**src/include/sram_access_pkg.sv**
```systemverilog
package sram_access_pkg;

  // Array geometry: four lanes of eight data bits plus one parity bit
  localparam int ADDR_W = 19;
  localparam int LANES = 4;
  localparam int LANE_W = 9;
  localparam int DATA_W = LANES * LANE_W;
  localparam int CNT_W = 2;

  // Write buffer in front of the core
  localparam int FIFO_DEPTH = 4;

  // Lane masks and burst constants
  localparam logic [LANES-1:0] LANE_ALL = 4'hF;
  localparam logic [LANES-1:0] LANE_NONE = 4'h0;
  localparam logic [CNT_W-1:0] STEP_ZERO = 2'h0;
  localparam logic [CNT_W-1:0] STEP_ONE = 2'h1;

  // Strap level that selects the linear order
  localparam logic ORDER_LINEAR = 1'h0;

  // Active-low output enable level meaning drivers off
  localparam logic OEN_OFF = 1'h1;

  typedef enum logic [1:0] {
    ACC_DESEL,
    ACC_PROC_FIRST,
    ACC_READ,
    ACC_WRITE
  } accState_t;

  // One write handed to the core
  typedef struct packed {
    logic [ADDR_W-1:0] addr;
    logic [DATA_W-1:0] data;
    logic [LANES-1:0] lanes;
  } wrEntry_t;

  localparam int ENTRY_W = $bits(wrEntry_t);

endpackage

```
**src/rtl/sram_access_ctrl.sv**
```systemverilog
`timescale 1ns/1ps
// What this block does
// - Burst order is linear with the strap low, interleaved with it high.
// - All synchronous inputs and all read data pass rising-edge registers.
// - A two-bit wrapping counter takes the low start address and forms the rest.
// - The burst position moves only when burst advance asks for it.
// - Global write stores all four lanes whatever the byte controls say.
// - Otherwise only lanes selected under byte-write enable are stored.
// - The processor strobe is ignored while the first chip select is high.
// - A strobe with selects active and no write controls starts a read.
// - Read data leave the output register one edge after the address, gated by enable.
// - The first cycle after a deselected state keeps the outputs off.
// - Single reads may follow each other on every cycle.
// - After a registered deselect the outputs drive one more cycle, then turn off.
// - A processor-strobe access loads the address and ignores write and advance.
// - A processor-strobe write samples controls and data at its second edge.
// - With global write high there, byte enable and lane selects pick lanes.
// - The write is timed inside from the edge that registers it.
// - Any detected write turns the data drivers off regardless of enable.
// - Selected means first low, second high, third low, sampled on loads only.
// - With both strobes low and the first chip select low, only the processor strobe is acted on.
// - Interleaved steps XOR the count into the start; linear adds one.
// - Burst advance low at an edge moves the counter for reads and writes.
module sram_access_ctrl
  import sram_access_pkg::*;
(
  input wire logic clk,
  input wire logic rst_n,
  input wire logic [ADDR_W-1:0] address,
  input wire logic processorAddrStrobe_n,
  input wire logic controllerAddrStrobe_n,
  input wire logic burstAdvance_n,
  input wire logic globalWrite_n,
  input wire logic byteWriteEnable_n,
  input wire logic [LANES-1:0] byteLaneSelect_n,
  input wire logic chipSelFirst_n,
  input wire logic chipSelSecond,
  input wire logic chipSelThird_n,
  input wire logic outputEnable_n,
  input wire logic burstOrderStrap,
  input wire logic [DATA_W-1:0] dataIn,
  output logic [DATA_W-1:0] dataOut_r,
  output logic dataOutEn_n_r,
  output logic [ADDR_W-1:0] coreRdAddr_r,
  input wire logic [DATA_W-1:0] coreRdData,
  output logic coreWrValid_r,
  output wrEntry_t coreWrEntry_r,
  input wire logic coreWrReady,
  output logic bufReady_r
);

  typedef struct packed {
    accState_t acc;
    logic [ADDR_W-1:0] coreAddr;
    logic [CNT_W-1:0] start;
    logic [CNT_W-1:0] step;
    logic readIssue;
    logic [DATA_W-1:0] dataOut;
    logic dataOutEn_n;
    wrEntry_t push;
    logic pushValid;
    logic oeSync1;
    logic oeSync2;
    logic modeSync1;
    logic modeSync2;
    logic bufReady;
  } state_t;

  localparam state_t ST_RESET = '{
    acc: ACC_DESEL,
    dataOutEn_n: OEN_OFF,
    oeSync1: OEN_OFF,
    oeSync2: OEN_OFF,
    default: '0
  };

  state_t st_r;
  state_t st_nxt;

  logic selected;
  logic adspTake;
  logic adscTake;
  logic loadNow;
  logic loadSel;
  logic deselNow;
  logic maskFirst;
  logic writeCtl;
  logic writeNow;
  logic advNow;
  logic drive;
  logic fifoInReady;
  logic [CNT_W-1:0] stepInc;
  logic [LANES-1:0] laneNow;

  ////////////////////////////////////////////////////////////////////////////
  // Decoders shared by the load path and the burst path

  // Position inside the four-word burst for a given step count
  function automatic logic [CNT_W-1:0] burstPos(
    input logic [CNT_W-1:0] startPos,
    input logic [CNT_W-1:0] stepCnt,
    input logic interleaved
  );
    if (interleaved) begin
      burstPos = startPos ^ stepCnt;
    end else begin
      burstPos = CNT_W'(startPos + stepCnt);
    end
  endfunction

  // Lanes that a write stores
  function automatic logic [LANES-1:0] laneMask(
    input logic gwN,
    input logic bweN,
    input logic [LANES-1:0] selN
  );
    if (!gwN) begin
      laneMask = LANE_ALL;
    end else if (!bweN) begin
      laneMask = ~selN;
    end else begin
      laneMask = LANE_NONE;
    end
  endfunction

  ////////////////////////////////////////////////////////////////////////////
  // Strobe qualification, sampled at every edge
  assign selected = !chipSelFirst_n && chipSelSecond && !chipSelThird_n;
  assign adspTake = !processorAddrStrobe_n && !chipSelFirst_n;
  assign adscTake = !controllerAddrStrobe_n && !adspTake;
  assign loadNow = adspTake || adscTake;
  assign loadSel = loadNow && selected;
  assign deselNow = loadNow && !selected;
  assign maskFirst = loadSel && (st_r.acc == ACC_DESEL);
  assign writeCtl = !globalWrite_n || !byteWriteEnable_n;
  assign laneNow = laneMask(globalWrite_n, byteWriteEnable_n, byteLaneSelect_n);
  assign stepInc = CNT_W'(st_r.step + STEP_ONE);

  ////////////////////////////////////////////////////////////////////////////
  // Access sequencing; a new strobe always wins over a running burst
  always_comb begin
    st_nxt = st_r;
    writeNow = 1'h0;
    advNow = 1'h0;
    drive = 1'h0;
    // Output enable and strap come from pins, so they get two flops
    st_nxt.oeSync1 = outputEnable_n;
    st_nxt.oeSync2 = st_r.oeSync1;
    st_nxt.modeSync1 = burstOrderStrap;
    st_nxt.modeSync2 = st_r.modeSync1;
    st_nxt.bufReady = fifoInReady;
    st_nxt.pushValid = 1'h0;
    if (loadNow) begin
      if (!selected) begin
        st_nxt.acc = ACC_DESEL;
        st_nxt.readIssue = 1'h0;
      end else begin
        st_nxt.coreAddr = address;
        st_nxt.start = address[CNT_W-1:0];
        st_nxt.step = STEP_ZERO;
        if (adspTake) begin
          // First cycle reads; write controls wait one cycle, advance waits two
          st_nxt.acc = ACC_PROC_FIRST;
          st_nxt.readIssue = 1'h1;
        end else if (writeCtl) begin
          st_nxt.acc = ACC_WRITE;
          st_nxt.readIssue = 1'h0;
          writeNow = 1'h1;
        end else begin
          st_nxt.acc = ACC_READ;
          st_nxt.readIssue = 1'h1;
        end
      end
    end else begin
      case (st_r.acc)
        ACC_DESEL: begin
          st_nxt.readIssue = 1'h0;
        end
        ACC_PROC_FIRST: begin
          // Second edge completes the first word at the loaded address
          if (writeCtl) begin
            st_nxt.acc = ACC_WRITE;
            st_nxt.readIssue = 1'h0;
            writeNow = 1'h1;
          end else begin
            st_nxt.acc = ACC_READ;
            st_nxt.readIssue = 1'h1;
          end
        end
        ACC_READ, ACC_WRITE: begin
          if (!burstAdvance_n) begin
            advNow = 1'h1;
            st_nxt.step = stepInc;
            st_nxt.coreAddr[CNT_W-1:0] = burstPos(st_r.start, stepInc, st_r.modeSync2);
          end
          if (writeCtl) begin
            st_nxt.acc = ACC_WRITE;
            st_nxt.readIssue = 1'h0;
            writeNow = 1'h1;
          end else begin
            st_nxt.acc = ACC_READ;
            st_nxt.readIssue = 1'h1;
          end
        end
        default: begin
          st_nxt.acc = ACC_DESEL;
          st_nxt.readIssue = 1'h0;
        end
      endcase
    end
    // Self-timed write: address, data and lanes captured on the same edge
    if (writeNow) begin
      st_nxt.push.addr = st_nxt.coreAddr;
      st_nxt.push.data = dataIn;
      st_nxt.push.lanes = laneNow;
      st_nxt.pushValid = 1'h1;
    end
    // Output stage; a deselect leaves the last read driving one more cycle
    drive = st_r.readIssue && !st_r.oeSync2 && !writeNow && !maskFirst;
    st_nxt.dataOutEn_n = !drive;
    if (st_r.readIssue) begin
      st_nxt.dataOut = coreRdData;
    end
  end

  // All state in one register; inputs land here first
  always_ff @(posedge clk or negedge rst_n) begin
    if (!rst_n) begin
      st_r <= ST_RESET;
    end else begin
      st_r <= st_nxt;
    end
  end

  ////////////////////////////////////////////////////////////////////////////
  // Write buffer; an entry offered while it is full is lost, so the
  // master must watch bufReady_r before starting writes
  sync_fifo #(
    .WIDTH(ENTRY_W),
    .DEPTH(FIFO_DEPTH)
  ) sync_fifo_i (
    .clk(clk),
    .rst_n(rst_n),
    .inValid(st_r.pushValid),
    .inReady(fifoInReady),
    .inData(st_r.push),
    .outValid_r(coreWrValid_r),
    .outReady(coreWrReady),
    .outData_r(coreWrEntry_r)
  );

  // Port drivers, all straight from the state register
  assign dataOut_r = st_r.dataOut;
  assign dataOutEn_n_r = st_r.dataOutEn_n;
  assign coreRdAddr_r = st_r.coreAddr;
  assign bufReady_r = st_r.bufReady;

  logic [CNT_W-1:0] linPos;
  logic [CNT_W-1:0] interPos;
  assign linPos = CNT_W'(st_r.start + stepInc);
  assign interPos = st_r.start ^ stepInc;
endmodule

```
**src/rtl/sync_fifo.sv**
```systemverilog
`timescale 1ns/1ps
module sync_fifo
  import sram_access_pkg::*;
#(
  parameter int WIDTH = ENTRY_W,
  parameter int DEPTH = FIFO_DEPTH
) (
  input wire logic clk,
  input wire logic rst_n,
  input wire logic inValid,
  output logic inReady,
  input wire logic [WIDTH-1:0] inData,
  output logic outValid_r,
  input wire logic outReady,
  output logic [WIDTH-1:0] outData_r
);

  localparam int PTR_W = $clog2(DEPTH);
  localparam int CW = PTR_W + 1;
  localparam logic [CW-1:0] FULL_COUNT = CW'(DEPTH);
  localparam logic [PTR_W-1:0] PTR_ONE = PTR_W'(1);

  typedef struct packed {
    logic [DEPTH-1:0][WIDTH-1:0] mem;
    logic [PTR_W-1:0] wrPtr;
    logic [PTR_W-1:0] rdPtr;
    logic [CW-1:0] count;
    logic outValid;
    logic [WIDTH-1:0] outData;
  } fifoState_t;

  fifoState_t s_r;
  fifoState_t s_nxt;
  logic take;
  logic pop;

  // Full is honest: the storage alone decides, the output register adds one slot
  assign inReady = (s_r.count != FULL_COUNT);

  ////////////////////////////////////////////////////////////////////////////
  // Next state: output register refills whenever it is empty or drained
  always_comb begin
    s_nxt = s_r;
    take = inValid && inReady;
    pop = (s_r.count != '0) && (!s_r.outValid || outReady);
    if (s_r.outValid && outReady) begin
      s_nxt.outValid = 1'h0;
    end
    if (pop) begin
      s_nxt.outData = s_r.mem[s_r.rdPtr];
      s_nxt.outValid = 1'h1;
      s_nxt.rdPtr = s_r.rdPtr + PTR_ONE;
    end
    if (take) begin
      s_nxt.mem[s_r.wrPtr] = inData;
      s_nxt.wrPtr = s_r.wrPtr + PTR_ONE;
    end
    s_nxt.count = s_r.count + CW'(take) - CW'(pop);
  end

  // State register
  always_ff @(posedge clk or negedge rst_n) begin
    if (!rst_n) begin
      s_r <= '0;
    end else begin
      s_r <= s_nxt;
    end
  end

  assign outValid_r = s_r.outValid;
  assign outData_r = s_r.outData;

endmodule
```
**config.mk**
```make
export PLATFORM = sky130hd
export DESIGN_NAME = sram_access_ctrl
export DESIGN_NICKNAME = d
export VERILOG_FILES = /design/src/include/sram_access_pkg.sv /design/src/rtl/sram_access_ctrl.sv /design/src/rtl/sync_fifo.sv
export SDC_FILE = /design/constraint.sdc
export NUM_CORES = 1
export LEC_CHECK = 0
export BUFFER_PORTS_ARGS = -buffer_cell sky130_fd_sc_hd__buf_2
export CELL_PAD_IN_SITES_DETAIL_PLACEMENT = 0
export CELL_PAD_IN_SITES_GLOBAL_PLACEMENT = 2
export CORE_MARGIN = 1
export CORE_UTILIZATION = 45
export CTS_CLUSTER_SIZE = 30
export DETAILED_ROUTE_END_ITERATION = 16
export PLACE_DENSITY_LB_ADDON = 0.2
export SLEW_MARGIN = 20
export SYNTH_ARGS = -nofsm -noshare
export SYNTH_HDL_FRONTEND = slang
export SYNTH_SLANG_ARGS = --single-unit
```
**constraint.sdc**
```tcl
create_clock -name clk -period 4.05 [get_ports clk]
set_input_delay 1.0125 -clock clk [delete_from_list [all_inputs] [get_ports clk]]
set_output_delay 1.0125 -clock clk [all_outputs]
set_load 0.02 [all_outputs]
```
== After elaboration in Yosys (flattened, before gate mapping) ==
Cells that the tools add are included.

* Reduce and logical (&&, ||, !) cells: 37
* Equality and inequality tests: 6
* Bitwise logic cells: 2
* Magnitude comparators: 3
* Add/sub/neg operators: 6
* Mux-type cells: 33

{| class="wikitable"
|+ Operators with widths
! operator !! number
|-
| $bwmux 236 || 1
|-
| $bmux 59 s2 || 1
|-
| $demux 59 s2 || 1
|-
| $mux 59 || 2
|-
| $mux 60 || 1
|-
| $mux 23 || 1
|-
| $mux 2 || 10
|-
| $mux 17 || 1
|-
| $logic_and 1x1->1 || 13
|-
| $logic_not 1->1 || 12
|-
| $mux 1 || 11
|-
| $mux 4 || 2
|-
| $add 2x1->2 const B || 3
|-
| $lt 2x3->1 const B || 2
|-
| $reduce_bool 2->1 || 3
|-
| $eq 2x2->1 const B || 2
|-
| $not 4->4 || 1
|-
| $add 3x1->3 || 1
|-
| $logic_or 1x1->1 || 3
|-
| $mux 3 || 1
|-
| $ne 3x3->1 const B || 1
|-
| $reduce_and 3->1 || 1
|-
| $reduce_bool 3->1 || 1
|-
| $reduce_or 3->1 || 1
|-
| 11 further kinds || 11
|}

* Output and inout bits: 117
* Register bits: 431
* Input bits: 108
* Word-level logic and storage cells: 112

== Longest topological paths before layout ==
* Depth after elaboration: 10
* Depth in mapped cells: 9
* Mapped depth without buffers: 8

== Cells and area by module ==
A second synthesis with hierarchy kept.

* Cell total of the unflattened synthesis: 1,152
* Area, all modules: 18,541.5 µm²

{| class="wikitable"
|+ Modules (own cells, without submodules)
! module !! instances !! cells an instance !! area each (µm²) !! sequential area each (µm²)
|-
| sync_fifo || 1 || 792 || 13,196.4 || 7,582.3
|-
| sram_access_ctrl || 1 || 360 || 5,345.1 || 3,206.8
|}

== Worst setup path after synthesis ==
OpenSTA, ideal clock, no wires.

* Path type: input to register
* Start point: input port coreWrReady
* End point: register sync_fifo_i.s_r[62] (netlist name)
* Cell stages on the path: 9
* Arrival time: 2.565 ns
* Library setup time: 0.123 ns
* Path buffers: 1
* Slack: 1.363 ns
* Required time: 3.927 ns
* Path through: inv_1 > a21oi_2 > buf_2 > ha_1 > inv_1 > ha_1 > fa_1 > xnor2_1 > xnor2_1

{| class="wikitable"
|+ RTL lines
! what !! line !! text
|-
| from (decl) || sram_access_ctrl.sv:48 || <nowiki>input wire logic coreWrReady,</nowiki>
|-
| to (signal assigned) || sync_fifo.sv:66 || <nowiki>s_r <= s_nxt;</nowiki>
|-
| to (decl) || sync_fifo.sv:32 || <nowiki>fifoState_t s_r;</nowiki>
|}

== Worst setup path in the final report ==
* Start point: input port chipSelFirst_n
* End point: register st_r[63] (netlist name)

* Cells in the longest elaborated chain, start to end: 6
* Elaborated cells on any way between the ends: 12
* Those cells by class: 5 x mux; 7 x reduce/logical

{| class="wikitable"
|+ Ends and longest elaborated chain
! what !! line !! text
|-
| from (decl) || sram_access_ctrl.sv:36 || <nowiki>input wire logic chipSelFirst_n,</nowiki>
|-
| $logic_not 1->1 (*) || sram_access_ctrl.sv:128, sram_access_ctrl.sv:129 ||
|-
| $logic_and 1x1->1 || sram_access_ctrl.sv:129 || <nowiki>assign adspTake = !processorAddrStrobe_n && !chipSelFirst_n;</nowiki>
|-
| $logic_not 1->1 || sram_access_ctrl.sv:130 || <nowiki>assign adscTake = !controllerAddrStrobe_n && !adspTake;</nowiki>
|-
| $logic_and 1x1->1 || sram_access_ctrl.sv:130 ||
|-
| $logic_or 1x1->1 || sram_access_ctrl.sv:131 || <nowiki>assign loadNow = adspTake || adscTake;</nowiki>
|-
| $mux 17 / $mux 1 (equally long branches) || sram_access_ctrl.sv:153 || <nowiki>if (loadNow) begin</nowiki>
|-
| to (signal assigned) || sram_access_ctrl.sv:231 || <nowiki>st_r <= st_nxt;</nowiki>
|-
| to (decl) || sram_access_ctrl.sv:77 || <nowiki>state_t st_r;</nowiki>
|}

Mark *: on every way between the ends. The rest lies on a longest branch, timed or not. The select of a mux whose other input is x is not followed.
A chain may end at the register's enable or synchronous reset.

==> results.env <==
STDCELL_AREA_MM2=0.0207
ANTENNA_CELLS=0
POWER-PER-CELL-AREA_mW_PER_MM2=778
YS_TOP_CELLS_BY_AREA='dfrtp_1 58%, mux2_2 25%, mux4_2 7.2%, buf_4 4.8%, buf_2 0.92%'
SYNTH_ASYNC_SR_FLOP_SHARE_PCT=100
CTS.HTREE.LEVELS=2
SYNTH.LIB_CELLS_USED.DISTINCT=37
RSZ_0062_RAISED_AFTER_GLOBAL_ROUTING='no'
DRC=0
GPL.FINAL_WEIGHTED_CONGESTION=0.711
HOLDBUFCOUNTCTS=0
MAX_FREQ_MHz=387
VDD_DROP_MAX_V=0.000375
SLEW_VIOLATIONS=0
CLOCK-ROOT-BUFFER='clkbuf_16'
WORST_HOLD_PATH_TYPE='reg -> reg'
GRT_OVERFLOW_TOTAL=0
GRT_FIRST_PASS_WIRELENGTH_UM=59400
ITERATION_0_DRC_MARKERS=321
LAYOUT-AREA-OVERHEAD-VS-SYNTH_PCT=12.5
SYNTH.LARGEST_AREA_CELL='dfrtp_1'
CTSLONGESTPATHBUFFERS=3
SYNTH-SEQ-AREA-SHARE_PCT=58.5
COMB_POWER_SHARE_PCT=29.0
GRT_PASS1_VIAS=10167
YS_WARN_COUNT=0
POST_CTS_RESIZED=0
INSERTION_DELAY_PS=560
DRTANTENNAVIOLNETS=0
R2R.WORST_PATH.CELLS=4
SYNTH_CELLS=1154
DETAILROUTE.VIA_COUNT=9563
PLACEMENTROWS=73
DIE_OUTLINE_AREA_MM2=0.0418
CRITICAL_PATH_PEAK_FANOUT=27
NUMBER_OF_NETS_IN_THE_FINAL_LAYOUT=1384
POWER.STATIC_LEAKAGE_nW=9.73
CTS-BUFFERS-INSERTED=46
YS.FLOP_TYPE='dfrtp_1'
DRV.MAX_CAP_VIOLATION_COUNT=0
TOTALPOWERFINAL_mW=16.1
WORST_SETUP_HOLD_PATH_CLK_SLEW_PS=60
SWITCHING_POWER_mW=4.84
WORST-SLEW-PIN-TRANSITION_PS=1130
DETAILEDPLACEMENTHPWL_UM=21700
SYNTHTOPCELLSBYCOUNT='428 x dfrtp_1, 404 x mux2_2, 119 x buf_4, 59 x mux4_2, 34 x buf_2'
DIE_H_UM=204
CLOCK_SKEW_PS=13.8
SYNTH_MOST_COMMON_CELL='dfrtp_1'
CP-START-KIND='input pin'
GRT_MAX_DEGREE=93
TIMING_WORST_SETUP_PATH_TYPE='in -> reg'
STATUS='completed'
SYNTH_SEQ_CELLS=431
FINALHOLDVIOLCOUNT=0
WORST-PATH-BUF-INV=2
SYNTH-EDFF-COUNT=0
VIA_PER_INST=5.23
NUMPLACEDINSTANCES=1745
DETAIL_ROUTE.FIRST_PASS.ITERATIONS=4
DRT-TOTAL-WL_UM=37100
SYN-CELL-AREA_MM2=0.0184
CRITICAL_PATH.SLOWEST_CELL='and2_4'
CORE_AREA_MM2=0.0401
FINAL_MIN_PERIOD_OVER_CLOCK_PERIOD_PCT=63.8
CELL_INTERNAL_PWR_mW=11.3
POST-CTS-SETUP-BUFFERS=0
CRITICAL-PATH-MAX-STAGE-DELAY_PS=530
WORST_EP_REQUIRED_TIME_PS=4490
PLACED_AREA_MM2=0.0193
WL_PER_CELL_UM=20.3
MAPPEDNETLISTNETS=1270
CTS_TREE='done'
WORST_PATH_TOP_CELL_FAMILY_BY_DELAY='simple AND/OR/NAND/NOR gates'
WORSTPATHCELLLIST='buf_2, or3b_4, o21ai_1, and2_4, buf_4, mux2_2'
INITIAL_UTILIZATION_PCT=46.0
CRITICAL_PATH_ARRIVAL_PS=3030
MIN_DELAY_PATH_DEPTH=0
GRT_ANTENNA_BEFORE_REPAIR=1
CLOCK_POWER_SHARE_PCT=25.2
GRT_USAGE_PCT=18.5
DIE_W_UM=204
SETUP_VIOLATIONS=0
FIN_CRIT_PS=2590
ENDPOINT_KIND='flip-flop'
FINAL.SETUP.TNS_PS=0
SLEW_HEADROOM_PCT=24.4
CLKSINKCOUNT=431
PORTBUFFERS=224
POWER.SHARE.SEQUENTIAL_PCT=45.8
LAYOUT.FILLER_CELLS=3416
SYNTH_TOP_AREA_SHARE_PCT=58.1
DRIVE_ABOVE_1_SHARE_PCT=60.3
CRITICAL_PATH_DEPTH=6
P_SW_SHARE_PCT=30.0
DESIGN.PORTCOUNT=225
SYN_AVG_CELL_AREA_UM2=16.0
FINALNONFILLERCELLS=1829
## metal layers
layer,vias to the layer above,share of wire (%),track usage [%]
met5,-,0,0
met4,0,2.3,5.92
met3,61,3.7,3.14
met2,166,48,28.9
met1,5091,46,26.2
li1,4245,-,-
## kinds of logic after synthesis
family                   Yosys count  synth area share [%]
AO/OA/AOI/OAI                     19                 0.699
XOR/XNOR                           7                 0.407
adder cells (fa/ha/maj)            8                 0.584
buffers and inverters            184                  6.68
flip-flops                       431                  58.5
multiplexers                     467                  32.1
AND/OR/NAND/NOR                   38                  1.00
## per-stage QoR
stage	util (%)	hold slack [ps]	setup slack, ps
6_report	51.7	345	1460
5_1_grt	51.7	356	1390
4_1_cts	51.7	349	1520
3_5_place_dp	48.1	337	931
3_3_place_gp	48.1	333	971
2_1_floorplan	-	331	1360
## cell usage in the layout (no fill, tap or decap), types with 2 or more instances in the layout
| master | n |
|---|---|
| mux2_1 | 2 |
| ha_1 | 7 |
| or3_1 | 2 |
| mux4_2 | 59 |
| buf_12 | 6 |
| mux2i_1 | 2 |
| dfrtp_1 | 426 |
| xnor2_1 | 4 |
| clkbuf_8 | 12 |
| buf_2 | 223 |
| xor2_1 | 2 |
| buf_4 | 9 |
| nor3_1 | 5 |
| clkinv_2 | 7 |
| dfrtp_4 | 2 |
| inv_1 | 11 |
| nor2_1 | 5 |
| o21ai_0 | 8 |
| clkbuf_1 | 16 |
| clkbuf_16 | 47 |
| a21oi_1 | 5 |
| nand2_1 | 12 |
| nand2_4 | 4 |
| mux2_2 | 404 |
| dfstp_2 | 3 |
## flip-flops by register name, summed over array words and instances (netlist names)
signal                  cells
coreRdAddr_r               19
sync_fifo_i.outValid_r      1
st_nxt                      2
sync_fifo_i.outData_r      59
dataOut_r                  36
sync_fifo_i.s_r           243
bufReady_r                  1
dataOutEn_n_r               1
st_r                       69
## worst paths after layout
kind / from / endpoint / slack [ps]
hold / removal: st_nxt[1]$_DFF_PN0_ / st_r[1]$_DFF_PN0_ / 350
hold reg to reg: st_nxt[1]$_DFF_PN0_ / st_r[1]$_DFF_PN0_ / 350
setup / recovery: chipSelFirst_n / st_r[63]$_DFFE_PN0P_ / 1460
setup reg to reg: sync_fifo_i.s_r[61]$_DFF_PN0_ / sync_fifo_i.s_r[98]$_DFFE_PN0P_ / 1810
max in group asynchronous: rst_n / st_nxt[3]$_DFF_PN1_ / 2570
min in group asynchronous: rst_n / dataOut_r[22]$_DFFE_PN0P_ / 450
## power by group through the flow
stage / clock [mW] / combinational [mW] / sequential, mW
floorplan: 0 / 4.42 / 6.82
global placement: 0 / 4.64 / 7.43
detailed placement: 0 / 4.76 / 7.48
CTS: 4.20 / 4.77 / 7.42
global route: 4.39 / 5.07 / 7.66
finish: 4.07 / 4.67 / 7.39
## final cells by class
cell class / instances / area (um^2) / share of cell area [%]
inverters: 11 / 41.3 / 0.199
repair buffers: 239 / 1320 / 6.36
clock inverters: 9 / 73.8 / 0.356
well taps: 525 / 657 / 3.17
multi-input cells: 539 / 6460 / 31.1
clock buffers: 75 / 1400 / 6.75
flip-flops and latches: 431 / 10800 / 52.0
No activity file was read; power rests on OpenSTA's default activity.
